$ cat src/hw/cpmc_pkg.sv
// Purpose: shared constants and types of the clock prescale mode control
// Assumes: 50 MHz system clock
// Notes:   fetch and prescale counts are in system clocks, reset minimums in clk_i cycles
package cpmc_pkg;

    // clock source select codes
    typedef enum logic [1:0] {
        CPMC_SRC_CRYSTAL  = 2'h0,
        CPMC_SRC_EXTERNAL = 2'h1,
        CPMC_SRC_AUX_OSC  = 2'h2
    } cpmc_src_e;

    localparam int          CPMC_PRE_W          = 4;
    localparam int          CPMC_DIV_W          = 4;
    localparam int          CPMC_DOG_PRE_W      = 7;
    localparam int          CPMC_FETCH_W        = 2;
    localparam int          CPMC_RST_CNT_W      = 4;
    // divider: value n divides by n, value 0 treated as 1
    localparam logic [3:0]  CPMC_DIV_RST_COMPAT = 4'h2;
    localparam logic [3:0]  CPMC_DIV_RST_FAST   = 4'h1;
    localparam logic [3:0]  CPMC_PRE_RST_COMPAT = 4'h5;
    localparam logic [3:0]  CPMC_PRE_RST_FAST   = 4'h0;
    localparam logic [1:0]  CPMC_FETCH_COMPAT   = 2'h3;
    localparam logic [1:0]  CPMC_FETCH_FAST     = 2'h1;
    localparam logic [3:0]  CPMC_RST_MIN_COMPAT = 4'hC;
    localparam logic [3:0]  CPMC_RST_MIN_FAST   = 4'h2;

    // reset-time defaults chosen by the compatibility fuse
    function automatic logic [3:0] cpmc_pre_default(input logic compat);
        return compat ? CPMC_PRE_RST_COMPAT : CPMC_PRE_RST_FAST;
    endfunction : cpmc_pre_default

    function automatic logic [3:0] cpmc_div_default(input logic compat);
        return compat ? CPMC_DIV_RST_COMPAT : CPMC_DIV_RST_FAST;
    endfunction : cpmc_div_default

endpackage : cpmc_pkg

$ cat src/hw/cpmc_tick_if.sv
// Purpose: carrier between reset filter and main control
// Assumes: single clock domain
// Notes:   none
`timescale 1ns/1ps
`default_nettype none
interface cpmc_tick_if;
    logic       compat;
    logic       rst_raw;
    logic       rst_core;
    modport filt (input compat, input rst_raw, output rst_core);
    modport ctrl (output compat, output rst_raw, input rst_core);
endinterface : cpmc_tick_if
`default_nettype wire

$ cat src/hw/cpmc_rst_filter.sv
// Purpose: qualify the synchronised external reset by minimum pulse length
// Assumes: rst_raw already synchronised to clk_i
// Notes:   counts up to the mode minimum, then holds core reset
`timescale 1ns/1ps
`default_nettype none
module cpmc_rst_filter
    import cpmc_pkg::*;
(
    // clock and reset
    input  wire logic   clk_i,
    input  wire logic   reset_i,
    // carrier
    cpmc_tick_if.filt   bus
);
    typedef struct packed {
        logic [CPMC_RST_CNT_W-1:0] cnt;
        logic                      hold;
    } cpmc_flt_s;

    cpmc_flt_s st;
    cpmc_flt_s next_st;
    logic [CPMC_RST_CNT_W-1:0] need;

    always_comb begin
        need    = bus.compat ? CPMC_RST_MIN_COMPAT : CPMC_RST_MIN_FAST;
        next_st = st;
        if (!bus.rst_raw) begin
            next_st.cnt  = '0;
            next_st.hold = 1'b0;
        end else if (st.cnt < need) begin
            next_st.cnt = st.cnt + 4'h1;
        end else begin
            next_st.hold = 1'b1;
        end
    end

    always_ff @(posedge clk_i or posedge reset_i) begin
        if (reset_i) begin
            st <= '{cnt: '0, hold: 1'b0};
        end else begin
            st <= next_st;
        end
    end

    assign bus.rst_core = st.hold;
endmodule : cpmc_rst_filter
`default_nettype wire

$ cat src/hw/cpmc_top.sv
// Purpose: mode dependent clock, prescaler and pin sampling control
// Assumes: clk_i is the undivided oscillator; divider output is an enable
// Notes:   all outputs registered; pins pass a two-stage synchroniser
//
// Behaviour
// compatibility mode divides oscillator by two
// divider allows one or larger divisors
// fast mode divider resets to one
// system clock source selectable from three
// reset polarity follows polarity pin level
// power-on reset holds device in reset
// one four-bit prescaler feeds timers and watchdog
// compatibility prescale select resets to 0101
// timer rate scales linearly, down to sixteenth
// fast mode prescale select resets to zero
// third timer bypasses prescaler in clockout/baud
// pins sampled at prescaler or system rate
// external reset held twelve or two clocks
// fetch every three or every clock
// watchdog bits placed by mode
// watchdog has own seven-bit prescaler
// fuse disabled selects fast mode
// tick every select plus one clocks
// reset synchronised and length qualified
`timescale 1ns/1ps
`default_nettype none
module cpmc_top
    import cpmc_pkg::*;
(
    // clock and reset
    input  wire logic        clk_i,
    input  wire logic        reset_i,
    // configuration
    input  wire logic        compat_fuse_i,
    input  wire logic        power_on_reset_i,
    input  wire logic [1:0]  clock_source_select_i,
    input  wire logic        double_speed_setting_i,
    input  wire logic [3:0]  clock_divisor_i,
    input  wire logic        clock_divisor_write_i,
    input  wire logic [3:0]  timer_prescale_select_i,
    input  wire logic        timer_prescale_write_i,
    input  wire logic        timer_two_bypass_i,
    input  wire logic        watchdog_idle_hold_i,
    input  wire logic        reset_output_disable_i,
    // pins
    input  wire logic        reset_pin_i,
    input  wire logic        reset_polarity_pin_i,
    input  wire logic        timer_zero_pin_i,
    input  wire logic        timer_one_pin_i,
    input  wire logic        timer_two_input_pin_i,
    input  wire logic        timer_two_capture_pin_i,
    input  wire logic        ext_irq_zero_pin_i,
    input  wire logic        ext_irq_one_pin_i,
    // status and timing outputs
    output logic             fast_mode_o,
    output logic [1:0]       clock_source_o,
    output logic             sys_clk_en_o,
    output logic [3:0]       timer_prescale_select_o,
    output logic             timer_tick_o,
    output logic             timer_two_tick_o,
    output logic             watchdog_tick_o,
    output logic             fetch_strobe_o,
    output logic [5:0]       sampled_pins_o,
    output logic             core_reset_o,
    output logic             reset_pull_up_o,
    output logic [1:0]       aux_ctrl_bits_o,
    output logic [1:0]       dog_ctrl_bits_o
);
    typedef struct packed {
        logic                      fuse_seen;
        logic                      compat;
        logic                      fast;
        logic [1:0]                src;
        logic [CPMC_DIV_W-1:0]     div;
        logic [CPMC_DIV_W-1:0]     div_cnt;
        logic [CPMC_PRE_W-1:0]     pre_sel;
        logic [CPMC_PRE_W-1:0]     pre_cnt;
        logic [CPMC_DOG_PRE_W-1:0] dog_pre;
        logic [CPMC_FETCH_W-1:0]   fetch_cnt;
        logic [7:0]                sync1;
        logic [7:0]                sync2;
        logic                      sys_en;
        logic                      tick;
        logic                      two_tick;
        logic                      dog_tick;
        logic                      fetch;
        logic [5:0]                sampled;
        logic                      core_rst;
        logic                      pull_up;
        logic [1:0]                aux_bits;
        logic [1:0]                dog_bits;
    } cpmc_top_s;

    cpmc_top_s   st;
    cpmc_top_s   next_st;
    cpmc_tick_if tif ();

    cpmc_rst_filter u_filter (
        .clk_i   (clk_i),
        .reset_i (reset_i),
        .bus     (tif.filt)
    );

    logic       rst_asserted;
    logic [3:0] eff_div;
    logic       div_wrap;
    logic       pre_wrap;

    always_comb begin
        // reset pin level meaning depends on polarity pin, both synchronised
        rst_asserted = st.sync2[7] ? st.sync2[6] : !st.sync2[6];
        eff_div      = (st.div == 4'h0) ? 4'h1 : st.div;
        div_wrap     = (st.div_cnt >= eff_div - 4'h1);
        pre_wrap     = (st.pre_cnt >= st.pre_sel);
        next_st      = st;
        next_st.sync1 = {reset_polarity_pin_i, reset_pin_i, ext_irq_one_pin_i,
                         ext_irq_zero_pin_i, timer_two_capture_pin_i,
                         timer_two_input_pin_i, timer_one_pin_i, timer_zero_pin_i};
        next_st.sync2 = st.sync1;
        // fuse sampled once after reset release, never under async reset
        if (!st.fuse_seen) begin
            next_st.fuse_seen = 1'b1;
            next_st.compat    = compat_fuse_i;
            next_st.div       = cpmc_div_default(compat_fuse_i); // see R1
            next_st.pre_sel   = cpmc_pre_default(compat_fuse_i); // see R8
        end else begin
            if (clock_divisor_write_i) begin
                // double speed drops the default halving
                next_st.div = double_speed_setting_i ? 4'h1 : clock_divisor_i;
            end
            if (timer_prescale_write_i) begin
                next_st.pre_sel = timer_prescale_select_i;
            end
        end
        // kept as its own flop so the mode output needs no inverter after the register
        next_st.fast = !next_st.compat;
        next_st.src = (clock_source_select_i == 2'h3) ? 2'h0
                    : clock_source_select_i;
        // system clock enable from divider
        next_st.div_cnt = div_wrap ? 4'h0 : st.div_cnt + 4'h1;
        next_st.sys_en  = div_wrap;
        next_st.tick    = 1'b0;
        next_st.fetch   = 1'b0;
        next_st.dog_tick = 1'b0;
        next_st.two_tick = 1'b0;
        if (div_wrap) begin
            // shared prescaler, one tick per select plus one system clocks
            next_st.pre_cnt = pre_wrap ? 4'h0 : st.pre_cnt + 4'h1;
            next_st.tick    = pre_wrap;
            // third timer in clockout or baud runs at system rate
            next_st.two_tick = timer_two_bypass_i ? 1'b1 : pre_wrap;
            if (pre_wrap) begin
                next_st.dog_pre  = st.dog_pre + 7'h01;
                next_st.dog_tick = (st.dog_pre == 7'h7F);
            end
            if (st.fetch_cnt + 2'h1 >= (st.compat ? CPMC_FETCH_COMPAT : CPMC_FETCH_FAST)) begin
                next_st.fetch_cnt = 2'h0;
                next_st.fetch     = 1'b1;
            end else begin
                next_st.fetch_cnt = st.fetch_cnt + 2'h1;
            end
            if (!st.compat || pre_wrap) begin
                next_st.sampled = st.sync2[5:0];
            end
        end
        next_st.pull_up  = !st.sync2[7];
        // power-on source or qualified pin reset holds core
        next_st.core_rst = power_on_reset_i || tif.rst_core || !st.fuse_seen; // see R6
        next_st.aux_bits    = st.compat ? {watchdog_idle_hold_i, reset_output_disable_i}
                                        : 2'h0;
        next_st.dog_bits    = st.compat ? 2'h0
                                        : {watchdog_idle_hold_i, reset_output_disable_i};
    end

    assign tif.compat  = st.compat;
    assign tif.rst_raw = rst_asserted;

    always_ff @(posedge clk_i or posedge reset_i) begin
        if (reset_i) begin
            st          <= '0;
            st.compat   <= 1'b1;
            st.div      <= CPMC_DIV_RST_COMPAT;
            st.pre_sel  <= CPMC_PRE_RST_COMPAT;
            st.core_rst <= 1'b1;
            st.pull_up  <= 1'b1;
        end else begin
            st <= next_st;
        end
    end

    assign fast_mode_o             = st.fast;
    assign clock_source_o          = st.src;
    assign sys_clk_en_o            = st.sys_en;
    assign timer_prescale_select_o = st.pre_sel;
    assign timer_tick_o            = st.tick;
    assign timer_two_tick_o        = st.two_tick;
    assign watchdog_tick_o         = st.dog_tick;
    assign fetch_strobe_o          = st.fetch;
    assign sampled_pins_o          = st.sampled;
    assign core_reset_o            = st.core_rst;
    assign reset_pull_up_o         = st.pull_up;
    assign aux_ctrl_bits_o         = st.aux_bits;
    assign dog_ctrl_bits_o         = st.dog_bits;
endmodule : cpmc_top
`default_nettype wire

$ cat config.mk
export PLATFORM = sky130hd
export DESIGN_NAME = cpmc_top
export DESIGN_NICKNAME = d
export VERILOG_FILES = /design/src/hw/cpmc_pkg.sv /design/src/hw/cpmc_tick_if.sv /design/src/hw/cpmc_rst_filter.sv /design/src/hw/cpmc_top.sv
export SDC_FILE = /design/constraint.sdc
export NUM_CORES = 1
export LEC_CHECK = 0
export ABC_AREA = 1
export BUFFER_PORTS_ARGS = -buffer_cell sky130_fd_sc_hd__buf_2
export CAP_MARGIN = 5
export CORE_ASPECT_RATIO = 1.75
export CORE_MARGIN = 4
export CORE_UTILIZATION = 30
export CTS_CLUSTER_SIZE = 20
export DETAILED_ROUTE_END_ITERATION = 10
export SLEW_MARGIN = 20
export SYNTH_ARGS = -nofsm -noshare
export SYNTH_HDL_FRONTEND = slang
export SYNTH_SLANG_ARGS = --single-unit
$ cat constraint.sdc
create_clock -name clk_i -period 2.05 [get_ports clk_i]
set_input_delay 0.205 -clock clk_i [delete_from_list [all_inputs] [get_ports clk_i]]
set_output_delay 0.205 -clock clk_i [all_outputs]
set_load 0.05 [all_outputs]
# [Yosys cells after proc, flatten, opt, wreduce, memory -nomap -nowiden]
# Index checks and enable logic that the tools add are counted.
[word_totals] reg_bits=68 inputBits=28 out_inout_bits=24 elab_cells=77
[classes] add_sub_neg=6 n_lt_le_gt_ge=4 eq_ne=6 n_mux=26 reduce_logical=11
[ops] op="two-way mux 4 bit" count=10
[ops] op="adder 4 x 1 -> 4 bit (second input constant)" count=3
[ops] op="two-way mux 2 bit" count=6
[ops] op="two-way mux 10 bit" count=1
[ops] op="greater-or-equal comparator 4 bit" count=2
[ops] op="!= test 2 bit (second input constant)" count=4
[ops] op="adder 7 x 1 -> 7 bit (second input constant)" count=1
[ops] op="equality test 7 bit (second input constant)" count=1
[ops] op="two-way mux 1 bit" count=6
[ops] op="two-way mux 6 bit" count=1
[ops] op="zero test 1 bit" count=5
[ops] op="two-way mux 5 bit" count=1
[ops] op="zero test 4 bit" count=1
[ops] op="< comparator 4 bit" count=1
[ops] op="AND reduction 2 bit" count=2
[ops] op="subtractor 4 x 1 -> 4 bit (second input constant)" count=1
[ops] op="logical OR 1 bit" count=3
[ops] op="two-way mux 3 bit" count=1
[ops] op="adder 2 x 1 -> 2 bit (second input constant)" count=1
[ops] op="equality test 2 bit (second input constant)" count=1
[ops] op="greater-or-equal comparator 2 bit" count=1

# [Logic depth before layout (Yosys ltp)]
# Gate-level depths: netlist (run 1).
[depth] ltp_word=5 ltp_mapped=14 ltp_nobuf=13

# [Cells and area by module]
# From an unflattened synthesis (run 1), not the netlist that was laid out.
[unflattened] hier_cells=317 area_unflattened_um2=3027.9
[by_module_without_submodules] mod="cpmc_top" n_inst=1 cells_per_inst=274 area_each_um2=2687.6 seq_area_each_um2=1584.0
[by_module_without_submodules] mod="cpmc_rst_filter" n_inst=1 cells_per_inst=43 area_each_um2=340.3 seq_area_each_um2=125.1

# [Least setup slack after synthesis (run 1)]
# No wires, ideal clock.
[synth_path] path_kind="flip-flop to flip-flop" start="register st[55] in the netlist's numbering" end="register st[33] in the netlist's numbering" setup_time_ns=0.117 arrival_ns=1.700 t_required_ns=1.933 path_slack_ns=0.234 path_stages_with_launch=15 n_path_buf=2 synth_period_minus_slack_ns=1.816 path_cell_list="dfstp_2 > nor2_1 > nand2_1 > nand3_1 > xor2_1 > inv_1 > ha_1 > nand2_1 > inv_1 > nand2_1 > nand2_2 > buf_6 > buf_8 > nand2_1 > nand2_1"
[synth_via] elab_chain_len=4
[synth_lines] element="from (decl)" line="cpmc_top.sv:94" source="cpmc_top_s st;"
[synth_lines] element="from (signal assigned)" line="cpmc_top.sv:187" source="st <= next_st;"
[synth_lines] element="zero test 4 bit" line="cpmc_top.sv:112" source="eff_div = (st.div == 4'h0) ? 4'h1 : st.div;"
[synth_lines] element="two-way mux 4 bit *" line="cpmc_top.sv:112"
[synth_lines] element="subtractor 4 x 1 -> 4 bit *" line="cpmc_top.sv:113" source="div_wrap = (st.div_cnt >= eff_div - 4'h1);"
[synth_lines] element="greater-or-equal comparator 4 bit *" line="cpmc_top.sv:113"
[synth_lines] element="via div_wrap" line="cpmc_top.sv:106" source="logic div_wrap;"
# Mark *: on every way through the listed nets, which the timed path passes. The rest lies on a longest branch.
# A chain may end at the register's enable or synchronous reset.

# [Worst setup path after layout (run 1)]
[layout_path] start="register st[55] in the netlist's numbering" end="register st[38] in the netlist's numbering"
[layout_via] elab_chain_len=5
[layout_lines] element="zero test 4 bit" line="cpmc_top.sv:112"
[layout_lines] element="two-way mux 4 bit *" line="cpmc_top.sv:112"
[layout_lines] element="subtractor 4 x 1 -> 4 bit *" line="cpmc_top.sv:113"
[layout_lines] element="greater-or-equal comparator 4 bit *" line="cpmc_top.sv:113"
[layout_lines] element="AND reduction 2 bit (no source line) *"
# Every way passes the cells marked *; elsewhere a longest branch is shown, timed or not.

==> results.ini, run 1 <==
[floorplan]
die-area_mm2=0.01157
fp-row-count=47
coreArea_mm2=0.009527
ios=52
initial_core_util_pct=31.02
die_y_um=139.3
dieWidth_um=83.03

[final_layout]
final_cell_mix=62 x dfrtp_1, 61 x nand2_1, 51 x buf_2, 32 x inv_1
fin_nets=403
layout_commonest_cell=dfrtp_1
syn2layout_area_growth_pct=28.03
drive_gt1_share_pct=27.25
instances_no_fill=489
antenna_cells=0

[global_routing]
grt_pass1_vias=2200
grt_usage_pct=10.31
antenna_found_initial=0
grt_pass1_wl_um=9515
overflow=0
grt_start_max_net_pins=69

[yosys]
ys_seq_area_share_pct=57.83
yosys_register_bits=68
synthArstFlopShare_pct=100.0
synth_area_per_cell_um2=9.818
ys_warn_count=0
syn_area_mm2=0.002955
synth_nets=342
synth_edf_count=0
synth_ff_type=dfrtp_1
synth_cell_types=28
postSynthCellCount=301

[hold_path]
whs_path_depth=2
hp-class=primary input to flip-flop

[sta]
hold_viol=0
tns_ns=0
setup_viol=0
skew_ns=0.004237
timing.hold.ws_ns=0.03586
timing.final.crit_period_ns=1.983
drv_slew=0
rsz0062_at_grt=yes
timing.final.crit_share_pct=96.74
finalWorstSetupSlack_ns=0.06675
max_freq_mhz=504.2

[detailed_routing]
drtIter0Drc=72
first_pass_iters=4
drtAntennaViolNets=0
vias=2137
post-route-drc-count=0
wirelength_um=5838
wl_per_cell_um=11.94
via_per_inst=4.370

[critical_path]
crit_type=flip-flop to flip-flop
critPathArrivalTime_ns=2.20
setup.worst_path.start_class=flip-flop
crit_fanout=6
r2r.worst_path.cells=10
worstPathRequired_ns=2.27
end_kind=flip-flop

[placed_design]
dpl.cell_count=459
hpwlAfterDp_um=4129
port_buffers=51
gp_congestion=0.7461
place_ws_ns=-0.08685

[power_and_ir_drop]
vdd_drop_max_uv=577.3
total_power_w=0.005506
pwr_density_cell_mw_per_mm2=1455
power_leakage_nw=1.967

[job]
drv_cap=0

[clock_network]
cts_buffers=9
cts.clk_slew.worst_paths_ns=0.06
htreeDepth=3
cts.sinks=68
clk_latency_ns=0.33
cts_tree=done
cts_buffer_depth=2
ctsRootBufferMaster=clkbuf_16

[status]
status=finished clean

registers in the layout, summed over array words and instances (netlist names), 2 cells and up:
| signal | flops |
|---|---|
| aux_ctrl_bits_o | 2 |
| timer_prescale_select_o | 4 |
| u_filter.st | 4 |
| dog_ctrl_bits_o | 2 |
| next_st | 8 |
| clock_source_o | 2 |
| sampled_pins_o | 6 |
| st | 30 |
critical path, stage by stage, from the launching register on:
cell	delay, ns
dfstp_2	0.52
nor2_1	0.04
nand2_1	0.09
nand3_2	0.10
o21ai_1	0.17
ha_1	0.29
a21oi_4	0.24
nand2_8	0.12
clkbuf_16	0.18
nand3_1	0.06
nand2_1	0.06
synth_stat cells (2+ instances only):
cell	n	area [um^2]
a21oi_1	4	20.02
dfrtp_1	62	1551
buf_2	2	10.01
inv_1	34	127.6
nand2_1	62	232.7
ha_1	13	162.7
nand2_2	2	12.51
nand3_1	31	155.2
xnor2_1	4	35.03
nand3_2	2	20.02
dfstp_2	6	157.7
buf_4	16	120.1
nor2_1	28	105.1
nor3_1	2	10.01
o21ai_0	10	50.05
o211ai_1	3	22.52
xor2_1	8	70.07
o21a_1	2	15.01
routing by layer:
metal	GRT usage [%]	wire length, um	vias to the layer above
met5	0	0	-
met2	20.05	3443	33
met4	7.063	238	0
li1	-	-	1055
met3	2.425	159	15
met1	8.978	1996	1034
area by class of cell:
cell class	instances	area [um^2]
Sequential cell	68	1709
Multi-Input combinational cell	179	1025
Clock inverter	6	63.81
Fill cell	950	5743
Tap cell	122	152.6
Inverter	35	131.4
Timing Repair Buffer	69	462.9
Clock buffer	10	239.0
power breakdown:
part | total, W | leakage, nW | internal [W] | switching [W]
Clock | 0.00152 | 0.144 | 0.000970 | 0.000550
Combinational | 0.00214 | 0.978 | 0.000778 | 0.00136
Sequential | 0.00184 | 0.845 | 0.00164 | 0.000202
final timing paths:
check | slack, ns | start | to
min reg2reg | 0.35 | next_st[23]$_DFF_PP0_ | st[23]$_DFF_PP0_
max reg2reg | 0.07 | st[55]$_DFFE_PP1P_ | st[38]$_DFFE_PP0P_
min in group asynchronous | 0.51 | reset_i | next_st[22]$_DFF_PP0_
min | 0.04 | clock_source_select_i[1] | clock_source_o[0]$_DFF_PP0_
max | 0.07 | st[55]$_DFFE_PP1P_ | st[38]$_DFFE_PP0P_
max in group asynchronous | 1.20 | reset_i | timer_prescale_select_o[0]$_DFFE_PP1P_
timing repair:
| action | in CTS | in global routing |
|---|---|---|
| hold buffers | 9 | 0 |
| cloned | 0 | 2 |
| pin swaps | 1 | 7 |
| gates resized for setup | 1 | 15 |
| endpoints found under the hold margin | 70 | 0 |
| endpoints found under the setup margin | 23 | 25 |
| setup buffers | 2 | 1 |
per-stage QoR:
stage,utilization [%],instance area [um^2]
after floorplan,-,2955
after global placement,34.32,3269
after detailed placement,34.32,3269
after CTS,38.60,3677
after global routing,39.72,3784
final,39.72,3784
cell families (layout without fill, tap and decap cells):
kind of cell / after synthesis / after routing / share of synthesized area, %
buf+inv: 55 / 120 / 9.737
xor+xnor: 12 / 12 / 3.556
fa+ha+maj: 13 / 13 / 5.504
simple gates: 130 / 131 / 18.92
flops: 68 / 68 / 57.83
compound gates: 22 / 22 / 4.318
other cells: 1 / 1 / 0.1269
No activity file was read; power rests on OpenSTA's default activity.
==> inputs of run 2 (changes only) <==
--- a/config.mk
+++ b/config.mk
@@ -6,13 +6,14 @@
 export NUM_CORES = 1
 export LEC_CHECK = 0
 export ABC_AREA = 1
-export BUFFER_PORTS_ARGS = -buffer_cell sky130_fd_sc_hd__buf_2
 export CAP_MARGIN = 5
 export CORE_ASPECT_RATIO = 1.75
 export CORE_MARGIN = 4
 export CORE_UTILIZATION = 30
+export CTS_BUF_LIST = sky130_fd_sc_hd__clkbuf_16
 export CTS_CLUSTER_SIZE = 20
 export DETAILED_ROUTE_END_ITERATION = 10
+export DONT_BUFFER_PORTS = 1
 export SLEW_MARGIN = 20
 export SYNTH_ARGS = -nofsm -noshare
 export SYNTH_HDL_FRONTEND = slang
==> run 2 against run 1 <==
Compared with the run above:
- die area stayed put
- critical path depth fell by 1
- register-to-register slack barely moved
- cell count fell by 9.4%
- clock skew increased by 0.0029 ns
- setup slack got worse by 0.0044 ns
- cell area is 4.3% lower
- non-clock buffer count shrank 45
- combinational power down 21%
- largest power group is now sequential cells
- power is 1.6% higher
- utilization down 1.7 points
==> results.ini, run 2 (synthesized netlist as in run 1, its figures left out) <==
[power_and_ir_drop]
power_leakage_nw=1.782
p_int_w=0.003403
p_clk_share_pct=29.5
pwr_density_cell_mw_per_mm2=1545
total_power_w=0.005593
vdd_drop_max_uv=511.8
sw_frac_of_total_pct=39.15
p_comb_share_pct=30.2
p_sw_w=0.002190
seqPwrFrac_pct=40.3

[global_routing]
grt_pass1_vias=1980
grt_start_max_net_pins=49
grt_usage_pct=10.28
overflow=0
grt_pass1_wl_um=9321
antenna_found_initial=0

[floorplan]
die-area_mm2=0.01157
die_y_um=139.3
dieWidth_um=83.03
fp-row-count=47
coreArea_mm2=0.009527
ios=52
initial_core_util_pct=31.02

[critical_path]
crit_type=flip-flop to flip-flop
crit_start=timer_prescale_select_o[2]$_DFFE_PP1P_
cp_cell_sequence=inv_1, ha_1, nand2_1, inv_1, nand3_1, nand4_1, nand2_8, nand2_1, nand2_1
critPathMostFrequentCell=nand2_1
r2r_start=timer_prescale_select_o[2]$_DFFE_PP1P_
worstPathRequired_ns=2.32
r2r.worst_path.cells=9
crit_slowest_cell=dfstp_2
setup.worst_path.start_class=flip-flop
end_kind=flip-flop
crit_fanout=7
crit_end=sampled_pins_o[4]$_DFFE_PP0P_
r2r_slack_ns=0.06
r2r_end=sampled_pins_o[4]$_DFFE_PP0P_
critPathArrivalTime_ns=2.25
crit_path_max_incr_delay_ns=0.52

[sta]
timing.hold.ws_ns=0.02468
max_freq_mhz=503.1
drv_slew=0
skew_ns=0.007094
timing.final.crit_share_pct=96.96
rsz0062_at_grt=yes
finalWorstSetupSlack_ns=0.06231
timing.final.crit_period_ns=1.988
relSlewSlack_pct=65.21
worst_pin_slew_ns=0.5219
setup_viol=0
hold_viol=0

[clock_network]
cts.clk_slew.worst_paths_ns=0.06
cts.sinks=68
cts_buffers=9
ctsRootBufferMaster=clkbuf_16
clk_latency_ns=0.33
cts_tree=done
cts_buffer_depth=2
htreeDepth=3

[detailed_routing]
wl_per_cell_um=13.10
route.met2.wl_um=3500
post-route-drc-count=0
via_per_inst=4.424
m1WireLength_um=2044
vias=1960
wirelength_um=5805
drtAntennaViolNets=0
top_layer=met4
drtIter0Drc=84
wl_met3_um=151
first_pass_iters=4

[placed_design]
port_buffers=0
gp_congestion=0.7348
place_ws_ns=0.04518
hpwlAfterDp_um=3942
dpl.cell_count=409

[final_layout]
antenna_cells=0
fin_nets=357
largest_reg_flops=30
max_flop_register=st
final_core_util_pct=38.01
instances_no_fill=443
final_cell_mix=62 x dfrtp_1, 50 x nand2_1, 33 x inv_1, 30 x nand3_1, 28 x nor2_1
layout_commonest_cell=dfrtp_1
drive_gt1_share_pct=16.82
syn2layout_area_growth_pct=22.52

[hold_path]
hp-class=primary input to flip-flop

[job]
drv_cap=0

[status]
status=finished clean

## run 2: changes by cell type in the layout (fill, tap and decap cells not counted), moves of 2 or more
cell,previous run,this run
dlygate4sd3_1,9,15
nand3_2,6,3
nand2_1,61,50
inv_6,0,2
buf_2,51,0
nand3_1,27,30
nand2_4,3,1
nand2_2,1,12
inv_2,3,1
buf_6,2,0
## run 2: metrics by stage
stage	instance area [um^2]	setup TNS, ns
4_1_cts	3495	0
2_1_floorplan	2955	0
3_5_place_dp	3022	0
5_1_grt	3621	-1.066
3_3_place_gp	3022	0
6_report	3621	0
## run 2: what timing repair did
action / 4_1_cts / 5_1_grt
endpoints found under the setup margin: 0 / 21
hold buffers: 15 / 0
gates resized for setup: 0 / 19
hold endpoints to repair: 35 / 0
buffers inserted: 0 / 1
## run 2: layout make-up
cell class,count,area (um^2)
Fill cell,948,5906
Clock inverter,7,97.59
Sequential cell,68,1709
Clock buffer,9,225.2
Inverter,35,133.9
Multi-Input combinational cell,178,1025
Timing Repair Buffer,24,277.8
Tap cell,122,152.6
## run 2: worst max-delay path: cells and delay by family, from the launching register on
| kind | cells | cell delay, ns |
|---|---|---|
| buffers and inverters | 2 | 0.11 |
| AND/OR/NAND/NOR | 6 | 1.00 |
| adder cells (fa/ha/maj) | 1 | 0.29 |
| flip-flops | 1 | 0.52 |
## run 2: worst min path at each step
stage | cells after the start | slack (ns) | to | start
floorplan | 0 | 0.24 | next_st[17]$_DFF_PP0_ | timer_zero_pin_i
global placement | 1 | 0.11 | clock_source_o[1]$_DFF_PP0_ | reset_i
detailed placement | 1 | 0.12 | clock_source_o[1]$_DFF_PP0_ | reset_i
CTS | 2 | 0.009 | timer_two_tick_o$_DFF_PP0_ | timer_two_bypass_i
global route | 3 | 0.02 | timer_prescale_select_o[0]$_DFFE_PP1P_ | timer_prescale_write_i
finish | 2 | 0.02 | timer_two_tick_o$_DFF_PP0_ | timer_two_bypass_i
## run 2: per-layer routing
layer / global-route usage [%] / vias to the layer above
li1: - / 965
met1: 9.608 / 956
met2: 19.63 / 30
met3: 2.839 / 9
met4: 5.685 / 0
met5: 0 / -
## run 2: power groups by stage
stage | clock (W) | combinational (W) | sequential, W
CTS | 0.00169 | 0.00131 | 0.00225
floorplan | 0 | 0.00140 | 0.00196
finish | 0.00165 | 0.00169 | 0.00225
detailed placement | 0 | 0.00128 | 0.00227
global route | 0.00175 | 0.00190 | 0.00229
global placement | 0 | 0.00123 | 0.00226
